<file path="src/lgc_pkg.sv">
package lgc_pkg;

   // Bit positions inside the general link control quadlet
   localparam int unsigned LGC_BIT_DATA_INV    = 23;
   localparam int unsigned LGC_BIT_BYTE_ORDER  = 22;
   localparam int unsigned LGC_BIT_TX_RESET    = 21;
   localparam int unsigned LGC_BIT_RX_RESET    = 20;
   localparam int unsigned LGC_BIT_PHY_RESET   = 18;
   localparam int unsigned LGC_BIT_STRICT      = 12;
   localparam int unsigned LGC_BIT_CYC_MASTER  = 11;
   localparam int unsigned LGC_BIT_ROOT        = 5;

   // Reset values of the writable bits
   localparam logic LGC_RST_DATA_INV   = 1'h0;
   localparam logic LGC_RST_TX_RESET   = 1'h0;
   localparam logic LGC_RST_RX_RESET   = 1'h0;
   localparam logic LGC_RST_STRICT     = 1'h0;
   localparam logic LGC_RST_CYC_MASTER = 1'h0;

   // Cycles the phy interface reset request is held before completion is accepted
   localparam int unsigned LGC_PHY_RST_MIN_CYC = 2;

   // Decoded host-port mode
   typedef struct packed {
      logic little_endian;   // Latched byte order
      logic data_invariant;  // Only meaningful when little_endian is set
   } lgc_mode_t;

   // Register write request from the host port
   typedef struct packed {
      logic        wr;
      logic [31:0] data;
   } lgc_wr_t;

   // Phy interface reset sequencer states
   typedef enum logic [1:0] {
      LGC_PR_IDLE,
      LGC_PR_REQ,
      LGC_PR_WAIT
   } lgc_pr_state_t;

endpackage

</file>
<file path="src/lgc_phy_reset.sv">
`timescale 1ns/100ps
module lgc_phy_reset
   import lgc_pkg::*;
(
   input  wire logic clk_i,       // Link clock
   input  wire logic rstn_i,      // Power-on reset, active low
   input  wire logic start_i,     // One-cycle start pulse
   input  wire logic done_i,      // Phy side reports reset finished (synchronised)
   output logic      req_o,       // Interface reset request to phy
   output logic      busy_o       // Sequence in progress
);

   typedef struct packed {
      lgc_pr_state_t st;
      logic [1:0]    cnt;
      logic          req;
      logic          busy;
   } lgc_pr_s_t;

   lgc_pr_s_t s_reg;
   lgc_pr_s_t s_next;

   // Request, hold a minimum time, then wait for the phy to finish
   always_comb begin
      s_next = s_reg;
      unique case (s_reg.st)
         LGC_PR_IDLE: begin
            if (start_i) begin
               s_next.st   = LGC_PR_REQ;
               s_next.cnt  = 2'h0;
               s_next.req  = 1'b1;
               s_next.busy = 1'b1;
            end
         end
         LGC_PR_REQ: begin
            s_next.cnt = s_reg.cnt + 2'h1;
            if (s_reg.cnt == 2'(LGC_PHY_RST_MIN_CYC - 1)) begin
               s_next.st = LGC_PR_WAIT;
            end
         end
         LGC_PR_WAIT: begin
            if (done_i) begin
               s_next.st   = LGC_PR_IDLE;
               s_next.req  = 1'b0;
               s_next.busy = 1'b0;
            end
         end
         // Unused code: fall back to idle with the request dropped
         default: begin
            s_next = '{st: LGC_PR_IDLE, cnt: 2'h0, req: 1'b0, busy: 1'b0};
         end
      endcase
   end

   always_ff @(posedge clk_i or negedge rstn_i) begin
      if (!rstn_i) begin
         s_reg <= '{st: LGC_PR_IDLE, cnt: 2'h0, req: 1'b0, busy: 1'b0};
      end else begin
         s_reg <= s_next;
      end
   end

   assign req_o  = s_reg.req;
   assign busy_o = s_reg.busy;

endmodule

</file>
<file path="src/lgc_top.sv">
// How it works
// - Byte-order strap sampled at power reset and held read-only until next power reset.
// - Latched byte order 0 means big-endian host port, 1 means little-endian.
// - Data-invariant setting only takes effect when little-endian is latched.
// - Writing one to transmitter reset synchronously resets the transmitter.
// - Writing one to receiver reset synchronously resets the receiver.
// - Writing one to phy interface reset starts the link-phy interface reset.
// - Phy interface reset bit clears itself when the interface reset completes.
// - Strict filter set discards isochronous packets outside cycle start to subaction gap.
// - Cycle master enabled on root sends cycle start on each cycle-count increment while transmitter reset is clear.
// - A cycle timeout stops cycle master while its enable bit stays set.
// - Data-invariant 0 selects address-invariant mode, 1 selects data-invariant mode.
// - Accesses are whole quadlets; writes to undefined bits are ignored.
// - Read-only root bit follows bus root status, updated after self-identification.
`timescale 1ns/100ps
module lgc_top
   import lgc_pkg::*;
(
   input  wire logic        clk_i,              // Link clock, 200 MHz
   input  wire logic        rstn_i,             // Power-on reset, active low
   input  wire logic        byte_order_strap_i, // Strap pin level
   input  wire logic        reg_wr_i,           // Quadlet write strobe
   input  wire logic [31:0] reg_wdata_i,        // Quadlet write data
   output logic [31:0]      reg_rdata_o,        // Quadlet read data
   input  wire logic        root_i,             // Root status from phy
   input  wire logic        self_id_done_i,     // Self-id phase complete pulse
   input  wire logic        phy_reset_done_i,   // Phy reports interface reset done
   input  wire logic        cycle_timeout_i,    // Cycle timeout event pulse
   input  wire logic        cycle_count_inc_i,  // Cycle-count increment pulse
   input  wire logic        iso_rx_valid_i,     // Isochronous packet arriving
   input  wire logic        iso_window_i,       // Between cycle start and subaction gap
   output logic             iso_rx_accept_o,    // Packet kept by receiver
   output logic             cycle_start_o,      // Send cycle-start packet pulse
   output logic             tx_reset_o,         // Synchronous transmitter reset
   output logic             rx_reset_o,         // Synchronous receiver reset
   output logic             phy_if_reset_o,     // Link-phy interface reset request
   output lgc_mode_t        host_mode_o,        // Host port byte-order mode
   output logic             strict_cycle_filter_o // Current filter setting
);

   // Block state in one struct, apart from the phy reset sequencer state held in u_phy_reset
   typedef struct packed {
      logic [1:0]  strap_sync;
      logic [1:0]  strap_fill;
      logic [1:0]  root_sync;
      logic [1:0]  done_sync;
      logic        strap_taken;
      logic        byte_order;
      logic        data_inv;
      logic        tx_reset;
      logic        rx_reset;
      logic        strict;
      logic        cyc_master;
      logic        cyc_halted;
      logic        root;
      logic        iso_accept;
      logic        cyc_start;
      lgc_mode_t   mode;
      logic [31:0] rdata;
   } lgc_s_t;

   lgc_s_t s_reg;
   lgc_s_t s_next;
   logic   pr_start;
   logic   pr_req;
   logic   pr_busy;

   // Phy interface reset bit is set by a write and ends when the sequencer idles
   assign pr_start = reg_wr_i && reg_wdata_i[LGC_BIT_PHY_RESET] && !pr_busy;

   lgc_phy_reset u_phy_reset (
      .clk_i   (clk_i),
      .rstn_i  (rstn_i),
      .start_i (pr_start),
      .done_i  (s_reg.done_sync[1]),
      .req_o   (pr_req),
      .busy_o  (pr_busy)
   );

   // Next-state logic
   always_comb begin
      s_next = s_reg;
      // Pin and phy inputs come from outside: two flops before use
      s_next.strap_sync = {s_reg.strap_sync[0], byte_order_strap_i};
      // Marks when the strap synchroniser holds a real pin sample rather than its reset zero
      s_next.strap_fill = {s_reg.strap_fill[0], 1'b1};
      s_next.root_sync  = {s_reg.root_sync[0], root_i};
      s_next.done_sync  = {s_reg.done_sync[0], phy_reset_done_i};

      // Catch the strap once, just after power reset release; only a power reset repeats it
      if (!s_reg.strap_taken && s_reg.strap_fill[1]) begin
         s_next.byte_order  = s_reg.strap_sync[1];
         s_next.strap_taken = 1'b1;
      end

      // Root bit tracks the phy only at the end of self identification
      if (self_id_done_i) begin
         s_next.root = s_reg.root_sync[1];
      end

      // Whole-quadlet writes; read-only and undefined bits are dropped
      if (reg_wr_i) begin
         s_next.data_inv   = reg_wdata_i[LGC_BIT_DATA_INV];
         s_next.tx_reset   = reg_wdata_i[LGC_BIT_TX_RESET];
         s_next.rx_reset   = reg_wdata_i[LGC_BIT_RX_RESET];
         s_next.strict     = reg_wdata_i[LGC_BIT_STRICT];
         s_next.cyc_master = reg_wdata_i[LGC_BIT_CYC_MASTER];
         // Clearing the enable re-arms the master after a timeout
         if (!reg_wdata_i[LGC_BIT_CYC_MASTER]) begin
            s_next.cyc_halted = 1'b0;
         end
      end
      // A same-cycle clear wins over a timeout; the timeout only halts an enable that stays set
      if (cycle_timeout_i && s_next.cyc_master) begin
         s_next.cyc_halted = 1'b1;
      end

      // Cycle start only from a live master on the root node
      s_next.cyc_start = cycle_count_inc_i && s_reg.cyc_master && !s_reg.cyc_halted
                         && s_reg.root && !s_reg.tx_reset;

      // Strict filter rejects out-of-window packets; receiver in reset keeps nothing
      s_next.iso_accept = iso_rx_valid_i && !s_reg.rx_reset
                          && (iso_window_i || !s_reg.strict);

      // Data-invariant only counts in little-endian mode
      s_next.mode.little_endian  = s_reg.byte_order;
      s_next.mode.data_invariant = s_reg.byte_order && s_reg.data_inv;

      // Read image; phy reset bit shows the running sequence and clears itself
      s_next.rdata = 32'h0;
      s_next.rdata[LGC_BIT_DATA_INV]   = s_next.data_inv;
      s_next.rdata[LGC_BIT_BYTE_ORDER] = s_next.byte_order;
      s_next.rdata[LGC_BIT_TX_RESET]   = s_next.tx_reset;
      s_next.rdata[LGC_BIT_RX_RESET]   = s_next.rx_reset;
      s_next.rdata[LGC_BIT_PHY_RESET]  = pr_busy || pr_start;
      s_next.rdata[LGC_BIT_STRICT]     = s_next.strict;
      s_next.rdata[LGC_BIT_CYC_MASTER] = s_next.cyc_master;
      s_next.rdata[LGC_BIT_ROOT]       = s_next.root;
   end

   // State register
   always_ff @(posedge clk_i or negedge rstn_i) begin
      if (!rstn_i) begin
         s_reg <= '{strap_sync: 2'h0, strap_fill: 2'h0, root_sync: 2'h0, done_sync: 2'h0,
                    strap_taken: 1'b0, byte_order: 1'b0,
                    data_inv: LGC_RST_DATA_INV, tx_reset: LGC_RST_TX_RESET,
                    rx_reset: LGC_RST_RX_RESET, strict: LGC_RST_STRICT,
                    cyc_master: LGC_RST_CYC_MASTER, cyc_halted: 1'b0, root: 1'b0,
                    iso_accept: 1'b0, cyc_start: 1'b0,
                    mode: '{little_endian: 1'b0, data_invariant: 1'b0},
                    rdata: 32'h0};
      end else begin
         s_reg <= s_next;
      end
   end

   // Outputs straight from flops
   assign reg_rdata_o           = s_reg.rdata;
   assign iso_rx_accept_o       = s_reg.iso_accept;
   assign cycle_start_o         = s_reg.cyc_start;
   assign tx_reset_o            = s_reg.tx_reset;
   assign rx_reset_o            = s_reg.rx_reset;
   assign phy_if_reset_o        = pr_req;
   assign host_mode_o           = s_reg.mode;
   assign strict_cycle_filter_o = s_reg.strict;

endmodule

</file>
<file path="config.mk">
export PLATFORM = sky130hd
export DESIGN_NAME = lgc_top
export DESIGN_NICKNAME = d
export VERILOG_FILES = /design/src/lgc_pkg.sv /design/src/lgc_phy_reset.sv /design/src/lgc_top.sv
export SDC_FILE = /design/constraint.sdc
export NUM_CORES = 1
export LEC_CHECK = 0
export BUFFER_PORTS_ARGS = -buffer_cell sky130_fd_sc_hd__buf_2
export CORE_ASPECT_RATIO = 0.75
export CORE_MARGIN = 4
export CORE_UTILIZATION = 44
export DETAILED_ROUTE_END_ITERATION = 6
export GPL_ROUTABILITY_DRIVEN = 1
export GPL_TIMING_DRIVEN = 0
export HOLD_SLACK_MARGIN = 0.12
export PLACE_DENSITY = 0.84
export SYNTH_ARGS = -nofsm -noshare
export SYNTH_HDL_FRONTEND = slang
export SYNTH_SLANG_ARGS = --single-unit
export TNS_END_PERCENT = 100
</file>
<file path="constraint.sdc">
create_clock -name clk_i -period 2.72 [get_ports clk_i]
set_input_delay 0.272 -clock clk_i [delete_from_list [all_inputs] [get_ports clk_i]]
set_output_delay 0.272 -clock clk_i [all_outputs]
set_load 0.05 [all_outputs]
</file>
==> metrics.csv <==
metric,value,unit
initial_core_util,46.3,%
synth_area,0.00122,mm2
period_share,47.4,%
cts-buffers-inserted,3,
num_vias,784,
power_density,690,mW/mm2
rsz0062_at_grt,no,
layout-drive-gt1-share,48.1,%
drc_errors,0,
min_to,reg_rdata_o[18],
via_per_inst,3.96,
path_clk_slew,80,ps
layout_min_cycle_time,1290,ps
fin_util,60.4,%
antenna_found_initial,0,
finalHoldViolations,0,
switching_power,401,uW
num_rows,16,
yosysMostFrequentCell,buf_4,
netlist_instances,100,
largest_register_ffs,8,
start_kind,flop,
yosys-top-cells-count,"buf_4, dfrtp_1, mux2_2",
pwr-share-clk,19.4,%
cts_tree,done,
synth_top_area_share,55.2,%
synth_area_leaders,"dfrtp_1, buf_4, mux2_2, nand2b_1, nor2b_1",
clk_path_buf_depth,2,
reg2reg_to,u_phy_reset.busy_o,
grt_max_degree,28,
clock.fmax,0.775,GHz
combinationalPowerShare,35.1,%
synthDistinctLibCells,22,
hp-start,reg_wdata_i[18],
grt_overflow,0,
core,0.00264,mm2
port_buffers,31,
synth_edf_count,0,
n_fill_cell,221,
insertion_delay,260,ps
slew_viol_final,0,
seq_area,676,um2
r2r-start,u_phy_reset.busy_o,
yosysWarnings,0,
grtUsageTotal,11.1,%
hold_path_class,primary input to flop,
nets,207,
die_h,53.7,um
p_leak,0.840,nW
drtPass1Iterations,4,
synth-async-reset-ratio,100,%
dieArea,0.00370,mm2
reg2reg_depth,2,
yosysTopAreaCell,dfrtp_1,
path_max_fanout,4,
cts_root_buffer,clkbuf_8,
fin_hold_ws,238,ps
drv_cap,0,
p_int,699,uW
path_class,flop to output port,
yosysSeqAreaShare,55.2,%
ctsHtreeMaxLevel,1,
critPathRequiredTime,2450,ps
post-cts-setup-buffers,0,
grt_pass1_wl,2970,um
netSwitchingFraction,36.4,%
synth_seq_cells,27,
worstHoldPathCells,2,
diodes,0,
end_kind,output port,
status,completed,
drt.antenna.violating_nets,0,
fin_skew,2.54,ps
syn_avg_cell_area,12.2,um2
syn_to_final_growth,30.4,%
maxSlewHeadroom,61.9,%
ir_worst_vdd,0.378,mV
gp_congestion,0.641,
multi_input_area,353,um2
dpl.hpwl,1570,um
setup-tns-final,0,ps
arrival,1020,ps
r2r_setup_slack,1590,ps
grt_pass1_vias,689,
synthFlopType,dfrtp_1,
clkSinkCount,27,
post_drt_wl_per_cell,10.0,um
routed_wl,1990,um
pwr-share-seq,45.5,%
die_width,68.9,um
boundaryPins,83,
setup-violations-final,0,
drtIter0Drc,13,
worst_pin_slew,571,ps
layer usage:
layer	track usage, %	share of wire, %	vias to the layer above
met5	0	0	-
met4	2.91	0.50	0
met2	19.8	49	42
li1	-	-	391
met3	3.76	12	2
met1	12.7	38	349
layout make-up:
type,count,area share (%)
clock buffer,4,2.82
timing repair buffer,35,12.2
sequential,27,42.4
buffer,35,16.7
inverter,4,0.941
multi-input combinational,57,22.1
tap,36,2.82
per-stage QoR:
stage | power, mW | cells | setup WS (ps) | instance area [um2]
2_1_floorplan | 0.819 | 123 | 1310 | 1310
3_3_place_gp | 0.877 | 190 | 1630 | 1510
3_5_place_dp | 0.892 | 190 | 1600 | 1510
4_1_cts | 1.12 | 198 | 1410 | 1600
5_1_grt | 1.17 | 198 | 1360 | 1600
6_report | 1.10 | 198 | 1430 | 1600
worst max path at each step:
stage / start / end / slack (ps)
after floorplan: u_phy_reset.busy_o / u_phy_reset.busy_o / 1310
after global placement: u_phy_reset.busy_o / u_phy_reset.busy_o / 1630
after detailed placement: u_phy_reset.busy_o / u_phy_reset.busy_o / 1600
after CTS: reg_rdata_o[20] / reg_rdata_o[20] / 1410
after global routing: reg_rdata_o[11] / reg_rdata_o[11] / 1360
final: reg_rdata_o[11] / reg_rdata_o[11] / 1430
power groups by stage:
| stage | Clock [mW] | Combinational [mW] | Sequential [mW] |
|---|---|---|---|
| finish | 0.213 | 0.387 | 0.501 |
| floorplan | 0 | 0.284 | 0.535 |
| global placement | 0 | 0.375 | 0.502 |
| detailed placement | 0 | 0.384 | 0.508 |
| CTS | 0.226 | 0.389 | 0.501 |
| global route | 0.245 | 0.413 | 0.511 |
critical path, cell delays in order (launching register included):
cell and delay [ps]:
dfrtp_1 390, buf_4 120, buf_2 240
cells in the final DEF, fill, tap and decap left out, types with 3 or more instances in the layout:
cell / count
nor2b_1: 4
dfrtp_1: 27
inv_1: 4
buf_4: 34
dlygate4sd3_1: 4
conb_1: 25
nand2b_1: 4
buf_2: 31
mux2_2: 7
clkbuf_8: 3
logic make-up (layout without fill, tap and decap cells):
group                      Yosys count  count (layout)  synth area share (%)
adders and majority gates            1               1                  1.02
DFF                                 27              27                  55.2
AOI/OAI and AO/OA                    8               8                  4.40
and+or+nand+nor                     16              16                  9.31
muxes                                7               7                  6.44
other                                2              25                 0.614
buffers and inverters               39              78                  23.0
what timing repair did:
| action | 4_1_cts | 5_1_grt |
|---|---|---|
| hold buffers | 4 | 0 |
| hold endpoints to repair | 30 | 0 |
| gates resized for setup | 0 | 0 |
Note: power is estimated with default switching activity, not from simulation.
